**src/core/adc_trig_pkg.sv**
```systemverilog
package adc_trig_pkg;

	localparam int unsigned CLK_MHZ      = 100;
	localparam int unsigned RC_TAD_NS    = 4000;
	localparam int unsigned RC_TAD_CYC   = RC_TAD_NS * CLK_MHZ / 1000;
	localparam int unsigned DIV_2        = 2;
	localparam int unsigned DIV_8        = 8;
	localparam int unsigned DIV_32       = 32;
	localparam int unsigned CNT_W        = 16;
	localparam logic [3:0]  SPECIAL_MODE = 4'hB;
	// cycles the synced comparator lags a new trial code
	localparam logic [1:0]  CMP_SETTLE   = 2'h2;

	// register indexes; byte address is four times the index
	localparam logic [7:0] IDX_PORT_A_PINS = 8'h05;
	localparam logic [7:0] IDX_PORT_E_PINS = 8'h09;
	localparam logic [7:0] IDX_INT_CTRL    = 8'h0B;
	localparam logic [7:0] IDX_FLAGS_ONE   = 8'h0C;
	localparam logic [7:0] IDX_FLAGS_TWO   = 8'h0D;
	localparam logic [7:0] IDX_RESULT      = 8'h1E;
	localparam logic [7:0] IDX_CTRL_MAIN   = 8'h1F;
	localparam logic [7:0] IDX_PORT_A_DIR  = 8'h85;
	localparam logic [7:0] IDX_PORT_E_DIR  = 8'h89;
	localparam logic [7:0] IDX_ENABLES_ONE = 8'h8C;
	localparam logic [7:0] IDX_ENABLES_TWO = 8'h8D;
	localparam logic [7:0] IDX_PIN_CONFIG  = 8'h9F;
	localparam logic [7:0] IDX_IRQ_STATUS  = 8'hA0;
	localparam logic [7:0] IDX_IRQ_MASK    = 8'hA1;

	localparam logic [7:0] RST_ZERO       = 8'h00;
	localparam logic [5:0] RST_PORT_A_DIR = 6'h3F;
	localparam logic [2:0] RST_PORT_E_DIR = 3'h7;
	localparam logic [2:0] RST_PIN_CONFIG = 3'h0;

	localparam int unsigned DONE_FLAG_BIT = 6;
	localparam int unsigned IRQ_DONE      = 0;
	localparam int unsigned IRQ_TRIGGER   = 1;
	localparam int unsigned IRQ_ABORT     = 2;
	localparam int unsigned IRQ_W         = 3;

	typedef struct packed {
		logic [1:0] clk_sel;
		logic [2:0] chan;
		logic       go;
		logic       unused;
		logic       on;
	} conv_ctrl_t;

	// analog channels AN0..AN7 per pin configuration code
	function automatic logic [7:0] analog_mask(input logic [2:0] pcfg);
		case (pcfg)
			3'h0, 3'h1: analog_mask = 8'hFF;
			3'h2, 3'h3: analog_mask = 8'h1F;
			3'h4, 3'h5: analog_mask = 8'h0B;
			default:    analog_mask = 8'h00;
		endcase
	endfunction : analog_mask

endpackage : adc_trig_pkg

```
**src/core/conv_clock_gen.sv**
```systemverilog
`timescale 1ns/1ps
module conv_clock_gen (
	input  wire logic       pclk,
	input  wire logic       presetn,
	input  wire logic       run,
	input  wire logic [1:0] clk_sel,
	output logic            tad_tick
);
	logic [adc_trig_pkg::CNT_W-1:0] cnt_reg;
	logic [adc_trig_pkg::CNT_W-1:0] cnt_next;
	logic [adc_trig_pkg::CNT_W-1:0] limit;
	logic                           tick_next;

	always_comb begin
		case (clk_sel)
			2'b00:   limit = adc_trig_pkg::CNT_W'(adc_trig_pkg::DIV_2);
			2'b01:   limit = adc_trig_pkg::CNT_W'(adc_trig_pkg::DIV_8);
			2'b10:   limit = adc_trig_pkg::CNT_W'(adc_trig_pkg::DIV_32);
			default: limit = adc_trig_pkg::CNT_W'(adc_trig_pkg::RC_TAD_CYC);
		endcase
		tick_next = 1'b0;
		cnt_next = cnt_reg + 1'b1;
		if (!run) begin
			cnt_next = '0;
		end else if (cnt_reg == limit - 1'b1) begin
			cnt_next = '0;
			tick_next = 1'b1;
		end
	end

	always_ff @(posedge pclk or negedge presetn) begin
		if (!presetn) begin
			cnt_reg <= '0;
			tad_tick <= 1'b0;
		end else begin
			cnt_reg <= cnt_next;
			tad_tick <= tick_next;
		end
	end
endmodule : conv_clock_gen

```
**src/core/sar_engine.sv**
```systemverilog
`timescale 1ns/1ps
module sar_engine (
	input  wire logic       pclk,
	input  wire logic       presetn,
	input  wire logic       run,
	input  wire logic       tad_tick,
	input  wire logic       cmp_hi,
	output logic [7:0]      trial,
	output logic [7:0]      result,
	output logic            done,
	output logic            busy
);
	typedef enum logic [1:0] {IDLE, SAMPLE, DECIDE, FINISH} sar_state_t;

	sar_state_t st_reg;
	sar_state_t st_next;
	logic [2:0] step_reg;
	logic [2:0] step_next;
	logic [7:0] code_reg;
	logic [7:0] code_next;
	logic [1:0] wait_reg;
	logic [1:0] wait_next;

	// a decision waits until the two-flop comparator path shows the trial
	always_comb begin
		st_next = st_reg;
		step_next = step_reg;
		code_next = code_reg;
		wait_next = (wait_reg != 2'h0) ? wait_reg - 1'b1 : 2'h0;
		case (st_reg)
			IDLE: begin
				if (run) st_next = SAMPLE;
			end
			SAMPLE: begin
				if (tad_tick) begin
					st_next = DECIDE;
					step_next = 3'h7;
					code_next = 8'h80;
					wait_next = adc_trig_pkg::CMP_SETTLE;
				end
			end
			DECIDE: begin
				if (tad_tick && wait_reg == 2'h0) begin
					wait_next = adc_trig_pkg::CMP_SETTLE;
					code_next[step_reg] = cmp_hi;
					if (step_reg == 3'h0) begin
						st_next = FINISH;
					end else begin
						step_next = step_reg - 1'b1;
						code_next[step_reg - 1'b1] = 1'b1;
					end
				end
			end
			default: st_next = IDLE;
		endcase
		if (!run) st_next = IDLE;
	end

	always_ff @(posedge pclk or negedge presetn) begin
		if (!presetn) begin
			st_reg <= IDLE;
			step_reg <= 3'h0;
			code_reg <= 8'h00;
			wait_reg <= 2'h0;
		end else begin
			st_reg <= st_next;
			step_reg <= step_next;
			code_reg <= code_next;
			wait_reg <= wait_next;
		end
	end

	assign trial = code_reg;
	assign result = code_reg;
	assign done = (st_reg == FINISH);
	assign busy = (st_reg != IDLE);

endmodule : sar_engine

```
**src/core/adc_trigger_control.sv**
```systemverilog
`timescale 1ns/1ps
// How it works
// trigger accepted only at mode 1011 and on
// accepted trigger sets go like software
// every trigger clears the interval counter
// converter off ignores trigger, still clears counter
// software picks channel, waits acquisition first
// unimplemented bits read zero
// software keeps parallel port bits clear
// completion stores result, clears go, sets flag
// software clearing go aborts without result
// clock select picks div 2/8/32 or RC
// reset disables converter, pins all analog
// trigger edge becomes one single-cycle pulse
module adc_trigger_control (
	input  wire logic        pclk,
	input  wire logic        presetn,
	input  wire logic        psel,
	input  wire logic        penable,
	input  wire logic        pwrite,
	input  wire logic [11:0] paddr,
	input  wire logic [31:0] pwdata,
	output logic [31:0]      prdata,
	output logic             pready,
	output logic             pslverr,
	input  wire logic        special_event,
	input  wire logic [3:0]  compare_two_mode_field,
	output logic             interval_clear,
	input  wire logic        cmp_hi,
	output logic [7:0]       sar_trial,
	output logic [2:0]       input_channel_select,
	output logic             converter_on,
	output logic             conversion_busy,
	output logic [7:0]       analog_pins,
	input  wire logic [5:0]  port_a_in,
	output logic [5:0]       port_a_out,
	output logic [5:0]       port_a_oe,
	input  wire logic [2:0]  port_e_in,
	output logic [2:0]       port_e_out,
	output logic [2:0]       port_e_oe,
	output logic             irq
);
	adc_trig_pkg::conv_ctrl_t ctrl_reg;
	adc_trig_pkg::conv_ctrl_t ctrl_next;
	logic [2:0]                      pcfg_reg;
	logic [2:0]                      pcfg_next;
	logic [7:0]                      result_reg;
	logic [7:0]                      result_next;
	logic [7:0]                      intctl_reg;
	logic [7:0]                      intctl_next;
	logic [7:0]                      flags1_reg;
	logic [7:0]                      flags1_next;
	logic                            flags2_reg;
	logic                            flags2_next;
	logic [7:0]                      en1_reg;
	logic [7:0]                      en1_next;
	logic                            en2_reg;
	logic                            en2_next;
	logic [5:0]                      pa_lat_reg;
	logic [5:0]                      pa_lat_next;
	logic [5:0]                      pa_dir_reg;
	logic [5:0]                      pa_dir_next;
	logic [2:0]                      pe_lat_reg;
	logic [2:0]                      pe_lat_next;
	logic [2:0]                      pe_dir_reg;
	logic [2:0]                      pe_dir_next;
	logic                            pe_mode_reg;
	logic                            pe_mode_next;
	logic [adc_trig_pkg::IRQ_W-1:0]  ist_reg;
	logic [adc_trig_pkg::IRQ_W-1:0]  ist_next;
	logic [adc_trig_pkg::IRQ_W-1:0]  imask_reg;
	logic [adc_trig_pkg::IRQ_W-1:0]  imask_next;
	logic [31:0]                     prdata_next;
	logic                            err_reg;
	logic                            err_next;
	logic                            se_prev_reg;
	logic                            clr_reg;
	logic [9:0]                      sync1_reg;
	logic [9:0]                      sync2_reg;
	logic                            se_pulse;
	logic                            accept;
	logic [7:0]                      idx;
	logic                            wr;
	logic                            mapped;
	logic [7:0]                      rd8;
	logic [7:0]                      an;
	logic [5:0]                      pa_analog;
	logic                            tad_tick;
	logic                            eng_done;
	logic                            eng_busy;
	logic [7:0]                      eng_result;
	logic                            finish;
	logic                            abort;
	logic                            run;

	// pins and comparator are asynchronous
	always_ff @(posedge pclk or negedge presetn) begin
		if (!presetn) begin
			sync1_reg <= 10'h000;
			sync2_reg <= 10'h000;
		end else begin
			sync1_reg <= {cmp_hi, port_e_in, port_a_in};
			sync2_reg <= sync1_reg;
		end
	end

	// trigger edge detect
	always_ff @(posedge pclk or negedge presetn) begin
		if (!presetn) begin
			se_prev_reg <= 1'b0;
			clr_reg <= 1'b0;
		end else begin
			se_prev_reg <= special_event;
			clr_reg <= se_pulse;
		end
	end

	assign se_pulse = special_event & ~se_prev_reg;
	assign accept = se_pulse && ctrl_reg.on
		&& compare_two_mode_field == adc_trig_pkg::SPECIAL_MODE;
	assign interval_clear = clr_reg;

	// apb decode
	assign idx = paddr[9:2];
	assign wr = psel & penable & pwrite;
	assign pready = psel & penable;
	assign run = ctrl_reg.go & ctrl_reg.on;
	assign finish = eng_done & ctrl_reg.go;
	assign an = adc_trig_pkg::analog_mask(pcfg_reg);
	assign pa_analog = {an[4], 1'b0, an[3:0]};

	always_comb begin
		mapped = (paddr[11:10] == 2'b00) && (paddr[1:0] == 2'b00);
		rd8 = 8'h00;
		case (idx)
			adc_trig_pkg::IDX_PORT_A_PINS:
				rd8 = {2'b00, sync2_reg[5:0] & ~pa_analog};
			adc_trig_pkg::IDX_PORT_E_PINS:
				rd8 = {5'h00, sync2_reg[8:6] & ~an[7:5]};
			adc_trig_pkg::IDX_INT_CTRL:    rd8 = intctl_reg;
			adc_trig_pkg::IDX_FLAGS_ONE:   rd8 = flags1_reg;
			adc_trig_pkg::IDX_FLAGS_TWO:   rd8 = {7'h00, flags2_reg};
			adc_trig_pkg::IDX_RESULT:      rd8 = result_reg;
			adc_trig_pkg::IDX_CTRL_MAIN:   rd8 = {ctrl_reg[7:2], 1'b0,
				ctrl_reg.on};
			adc_trig_pkg::IDX_PORT_A_DIR:  rd8 = {2'b00, pa_dir_reg};
			adc_trig_pkg::IDX_PORT_E_DIR:
				rd8 = {3'h0, pe_mode_reg, 1'b0, pe_dir_reg};
			adc_trig_pkg::IDX_ENABLES_ONE: rd8 = en1_reg;
			adc_trig_pkg::IDX_ENABLES_TWO: rd8 = {7'h00, en2_reg};
			adc_trig_pkg::IDX_PIN_CONFIG:  rd8 = {5'h00, pcfg_reg};
			adc_trig_pkg::IDX_IRQ_STATUS:  rd8 = {5'h00, ist_reg};
			adc_trig_pkg::IDX_IRQ_MASK:    rd8 = {5'h00, imask_reg};
			default: mapped = 1'b0;
		endcase
		prdata_next = prdata;
		err_next = err_reg;
		if (psel && !penable) begin
			prdata_next = mapped ? {24'h000000, rd8} : 32'h00000000;
			err_next = ~mapped;
		end
	end

	assign pslverr = pready & err_reg;

	// register updates
	always_comb begin
		ctrl_next = ctrl_reg;
		pcfg_next = pcfg_reg;
		result_next = result_reg;
		intctl_next = intctl_reg;
		flags1_next = flags1_reg;
		flags2_next = flags2_reg;
		en1_next = en1_reg;
		en2_next = en2_reg;
		pa_lat_next = pa_lat_reg;
		pa_dir_next = pa_dir_reg;
		pe_lat_next = pe_lat_reg;
		pe_dir_next = pe_dir_reg;
		pe_mode_next = pe_mode_reg;
		imask_next = imask_reg;
		ist_next = ist_reg;
		abort = 1'b0;
		if (wr && mapped) begin
			case (idx)
				adc_trig_pkg::IDX_PORT_A_PINS: pa_lat_next = pwdata[5:0];
				adc_trig_pkg::IDX_PORT_E_PINS: pe_lat_next = pwdata[2:0];
				adc_trig_pkg::IDX_INT_CTRL:    intctl_next = pwdata[7:0];
				adc_trig_pkg::IDX_FLAGS_ONE:   flags1_next = pwdata[7:0];
				adc_trig_pkg::IDX_FLAGS_TWO:   flags2_next = pwdata[0];
				adc_trig_pkg::IDX_CTRL_MAIN: begin
					ctrl_next = pwdata[7:0];
					ctrl_next.unused = 1'b0;
					abort = eng_busy & ctrl_reg.go & ~pwdata[2];
				end
				adc_trig_pkg::IDX_PORT_A_DIR:  pa_dir_next = pwdata[5:0];
				adc_trig_pkg::IDX_PORT_E_DIR: begin
					pe_dir_next = pwdata[2:0];
					pe_mode_next = pwdata[4];
				end
				adc_trig_pkg::IDX_ENABLES_ONE: en1_next = pwdata[7:0];
				adc_trig_pkg::IDX_ENABLES_TWO: en2_next = pwdata[0];
				adc_trig_pkg::IDX_PIN_CONFIG:  pcfg_next = pwdata[2:0];
				adc_trig_pkg::IDX_IRQ_STATUS:
					ist_next = ist_reg & ~pwdata[adc_trig_pkg::IRQ_W-1:0];
				adc_trig_pkg::IDX_IRQ_MASK:
					imask_next = pwdata[adc_trig_pkg::IRQ_W-1:0];
				default: ;
			endcase
		end
		if (finish) begin
			result_next = eng_result;
			ctrl_next.go = 1'b0;
			flags1_next[adc_trig_pkg::DONE_FLAG_BIT] = 1'b1;
			ist_next[adc_trig_pkg::IRQ_DONE] = 1'b1;
		end
		if (accept) begin
			ctrl_next.go = 1'b1;
			ist_next[adc_trig_pkg::IRQ_TRIGGER] = 1'b1;
		end
		if (abort) ist_next[adc_trig_pkg::IRQ_ABORT] = 1'b1;
		if (!ctrl_next.on) ctrl_next.go = 1'b0;
	end

	always_ff @(posedge pclk or negedge presetn) begin
		if (!presetn) begin
			ctrl_reg <= adc_trig_pkg::RST_ZERO;
			pcfg_reg <= adc_trig_pkg::RST_PIN_CONFIG;
			result_reg <= adc_trig_pkg::RST_ZERO;
			intctl_reg <= adc_trig_pkg::RST_ZERO;
			flags1_reg <= adc_trig_pkg::RST_ZERO;
			flags2_reg <= 1'b0;
			en1_reg <= adc_trig_pkg::RST_ZERO;
			en2_reg <= 1'b0;
			pa_lat_reg <= 6'h00;
			pa_dir_reg <= adc_trig_pkg::RST_PORT_A_DIR;
			pe_lat_reg <= 3'h0;
			pe_dir_reg <= adc_trig_pkg::RST_PORT_E_DIR;
			pe_mode_reg <= 1'b0;
			ist_reg <= '0;
			imask_reg <= '0;
			prdata <= 32'h00000000;
			err_reg <= 1'b0;
		end else begin
			ctrl_reg <= ctrl_next;
			pcfg_reg <= pcfg_next;
			result_reg <= result_next;
			intctl_reg <= intctl_next;
			flags1_reg <= flags1_next;
			flags2_reg <= flags2_next;
			en1_reg <= en1_next;
			en2_reg <= en2_next;
			pa_lat_reg <= pa_lat_next;
			pa_dir_reg <= pa_dir_next;
			pe_lat_reg <= pe_lat_next;
			pe_dir_reg <= pe_dir_next;
			pe_mode_reg <= pe_mode_next;
			ist_reg <= ist_next;
			imask_reg <= imask_next;
			prdata <= prdata_next;
			err_reg <= err_next;
		end
	end

	conv_clock_gen u_clk (
		.pclk     (pclk),
		.presetn  (presetn),
		.run      (eng_busy),
		.clk_sel  (ctrl_reg.clk_sel),
		.tad_tick (tad_tick)
	);

	sar_engine u_sar (
		.pclk     (pclk),
		.presetn  (presetn),
		.run      (run),
		.tad_tick (tad_tick),
		.cmp_hi   (sync2_reg[9]),
		.trial    (sar_trial),
		.result   (eng_result),
		.done     (eng_done),
		.busy     (eng_busy)
	);

	assign irq = |(ist_reg & imask_reg);
	assign input_channel_select = ctrl_reg.chan;
	assign converter_on = ctrl_reg.on;
	assign conversion_busy = eng_busy;
	assign analog_pins = an;
	assign port_a_out = pa_lat_reg;
	assign port_a_oe = ~pa_dir_reg;
	assign port_e_out = pe_lat_reg;
	assign port_e_oe = ~pe_dir_reg;

	logic ctrl_wr;
	assign ctrl_wr = wr && mapped && idx == adc_trig_pkg::IDX_CTRL_MAIN;
endmodule : adc_trigger_control

```
**config.mk**
```make
export PLATFORM = sky130hd
export DESIGN_NAME = adc_trigger_control
export DESIGN_NICKNAME = d
export VERILOG_FILES = /design/src/core/adc_trig_pkg.sv /design/src/core/conv_clock_gen.sv /design/src/core/sar_engine.sv /design/src/core/adc_trigger_control.sv
export SDC_FILE = /design/constraint.sdc
export NUM_CORES = 1
export LEC_CHECK = 0
export BUFFER_PORTS_ARGS = -buffer_cell sky130_fd_sc_hd__buf_2
export CAP_MARGIN = 20
export CORE_UTILIZATION = 50
export CTS_CLUSTER_DIAMETER = 40
export DETAILED_ROUTE_END_ITERATION = 10
export PLACE_DENSITY = 0.74
export SLEW_MARGIN = 25
export SYNTH_ARGS = -nofsm -noshare
export SYNTH_HDL_FRONTEND = slang
export SYNTH_HIERARCHICAL = 1
export SYNTH_SLANG_ARGS = --single-unit
```
**constraint.sdc**
```tcl
create_clock -name pclk -period 3.1 [get_ports pclk]
set_input_delay 0.62 -clock pclk [delete_from_list [all_inputs] [get_ports pclk]]
set_output_delay 0.62 -clock pclk [all_outputs]
set_load 0.01 [all_outputs]
```
==> results.txt <==
Synth top area share: 45.0%
Final worst-path cycle share: 71.3%
Setup tns final: 0 ps
Hold_ws: 293 ps
First drt pass iteration count: 6
H-Tree Depth: 4
Initial antenna violation count: 0
FP Rows: 42
ANT nets after route: 0
CP Cell Sequence: inv_1, ha_1, and2_1, a221oi_1, a211oi_1, o22a_1
Max Cap Viol: 0
Share of post-route cells with drive strength above 1: 30.5%
Relative slew slack: 52.3%
Post-Syn Instances: 631
Slowest Stage Delay on Critical Path: 620 ps
Via Count: 5168
Yosys top cell by area: dfrtp_1
Critical Path Start Type: flop
Post-synth top flop: dfrtp_1
Slew @ Worst Pin: 716 ps
# DRC: 0
Crit path DAT: 2520 ps
# diodes: 0
Via-per-instance ratio: 5.82
Final hold viol count: 0
CP delay by family, top: flip-flops
Mapped Area: 6840 um^2
Clk buf depth: 2
WP data required: 3410 ps
CTS Hold Bufs: 0
Placement Setup Slack: 533 ps
Async set or reset register ratio after synthesis: 100%
CP endpoint kind: flop
Pwr per Cell Area: 617 nW/um^2
Starting Density: 51.5%
Routability cong.: 0.913
Critical-path maximum fanout: 15
Worst skew pair latency: 420 ps
#FFs+latches synth: 132
GRT Total Usage: 24.5%
Clk Tree Root Cell: clkbuf_16
Post-CTS sizing: 0
Seq/Total Area, Yosys: 48.4%
Critical setup path kind: reg -> reg
Tot Pwr: 0.00477 W
Worst min path class: in -> async
IO Port Bufs: 90
First-pass GRT wire length: 26.6 mm
Levels on crit path: 6
YS warnings: 6
Top sig layer: met4
Number of flops mapped to enable cells by yosys: 0
Setup Skew: 8.52 ps
Total Routed Length: 16.5 mm
CTS tree: yes
Met2 wire len: 7.84 mm
Post-DP HPWL: 11.4 mm
Core region area: 13300 um^2
Critical-path top delay cell: dfrtp_1
Area Growth Syn to Fin: 13.1%
Post-synth cell types: 81
Largest net degree at the start of global routing: 133
Final Slew Violations: 0
Syn avg cell area: 10.8 um^2
Post-CTS Setup Bufs: 0
Crit path buffers/inverters: 1
GR Overflow Total: 0
Vias in the first global route: 5153
Fillcell total: 1128
Die Y: 119 um
Largest register FFs: 16
FMAX: 0.452 GHz
DRT met1 WL: 7.26 mm
Met3 wire length: 1.04 mm
RSZ-0062 raised after global routing: false
Routed len/inst: 18.6 um
Die Area: 14200 um^2
Clock Sinks: 132
Fin nets: 770
Synth area leaders: dfrtp_1, mux2_2, buf_4
I/O pin cnt: 139
Die width: 119 um
Final number of setup-violating endpoints: 0
Status: completed
Clock slew at reported path FFs: 60 ps
TritonCTS Buffers: 17
Setup ws final: 889 ps
Final min period: 2210 ps
VDD IR-drop max: 374 uV
Initial DRC count: 494
R2R cell count: 6
Leakage power total: 3.64 nW
[cells in the mapped netlist, drive strengths merged, types with 7 or more instances]
library cell,n
dfrtp,123
buf,59
mux2,53
nand2,47
o21ai,38
nor2,31
inv,27
a21oi,19
nor3,15
nand3,13
xnor2,12
clkbuf,11
nor2b,11
nor4,11
mux2i,10
and3,9
dfstp,9
a211oi,8
nand2b,8
a22oi,7
a32oi,7
ha,7
[power by group]
part | total (W) | switching [W] | internal [W]
logic | 0.000913 | 0.000573 | 0.000340
registers | 0.00199 | 0.000168 | 0.00182
clock network | 0.00187 | 0.000755 | 0.00111
total | 0.00477 | 0.00150 | 0.00328
[routing by layer]
metal / up-vias / track usage [%]
li1: 2360 / -
met1: 2542 / 33.2
met2: 233 / 37.8
met3: 33 / 5.80
met4: 0 / 10.0
met5: - / 0
[cells in the final DEF, fill, tap and decap left out, drive strengths merged, types with 4 or more instances in the layout]
cell	synthesis	routed
nand4	5	5
a222oi	5	5
o21a	4	4
mux2i	10	10
dfrtp	123	123
nand3b	5	5
o21ai	38	38
and2	5	5
a211oi	8	8
inv	27	27
a21oi	19	19
conb	1	24
o2bb2ai	4	4
clkinv	0	10
a31oi	6	6
nand4bb	4	4
nand2	47	47
mux2	53	53
nand2b	8	8
nor2b	11	11
nor3	15	15
a22o	4	4
dfstp	9	9
a32oi	7	7
clkbuf	11	18
nand3	13	13
a22oi	7	7
xnor2	12	12
ha	7	7
nor2	31	31
and3	9	9
buf	59	96
nor4	11	11
[metrics by stage]
| step | util [%] | cells | cell area (um^2) |
|---|---|---|---|
| floorplan | - | 654 | 6930 |
| global placement | 54.0 | 856 | 7180 |
| detailed placement | 54.0 | 856 | 7180 |
| CTS | 58.2 | 888 | 7740 |
| global route | 58.2 | 888 | 7740 |
| finish | 58.2 | 888 | 7740 |
[final timing paths]
| kind | startpoint | end | slack [ps] |
|---|---|---|---|
| worst max-delay path | u_sar/step_reg[0]$_DFFE_PN0P_ | u_sar/result[5]$_DFFE_PN0P_ | 890 |
| min in group pclk | cmp_hi | sync1_reg[9]$_DFF_PN0_ | 300 |
| worst min-delay path | presetn | port_a_out[2]$_DFFE_PN0P_ | 290 |
| max in group asynchronous | presetn | imask_reg[0]$_DFFE_PN0P_ | 2260 |
| worst max register to register | u_sar/step_reg[0]$_DFFE_PN0P_ | u_sar/result[5]$_DFFE_PN0P_ | 890 |
| worst min register to register | sync1_reg[8]$_DFF_PN0_ | sync2_reg[8]$_DFF_PN0_ | 340 |
[worst reg2reg max path, cell delays in order (launching register included)]
cell and delay [ps]:
dfrtp_1 620, inv_1 270, ha_1 450, and2_1 180
a221oi_1 290, a211oi_1 90, o22a_1 200
[logic make-up (layout without fill, tap and decap cells)]
family                     after synthesis  count (layout)  synth area share, %
other                                    1              24               0.0548
xor gates and xnor gates                14              14                 1.79
adders and majority gates                7               7                 1.28
muxes                                   63              63                 10.2
AOI/OAI and AO/OA                      133             133                 13.8
DFF                                    132             132                 48.4
and+or+nand+nor                        184             184                 16.0
buffers and inverters                   97             155                 8.43
[cell type report]
| type | count | area, um^2 | share of cell area, % |
|---|---|---|---|
| Clock inverter | 14 | 114 | 1.47 |
| Tap cell | 176 | 220 | 2.85 |
| Inverter | 27 | 101 | 1.31 |
| Clock buffer | 18 | 439 | 5.68 |
| Sequential cell | 132 | 3310 | 42.8 |
| Multi-Input combinational cell | 425 | 3040 | 39.3 |
| Timing Repair Buffer | 96 | 510 | 6.60 |
(Power assumes the default switching activity.)
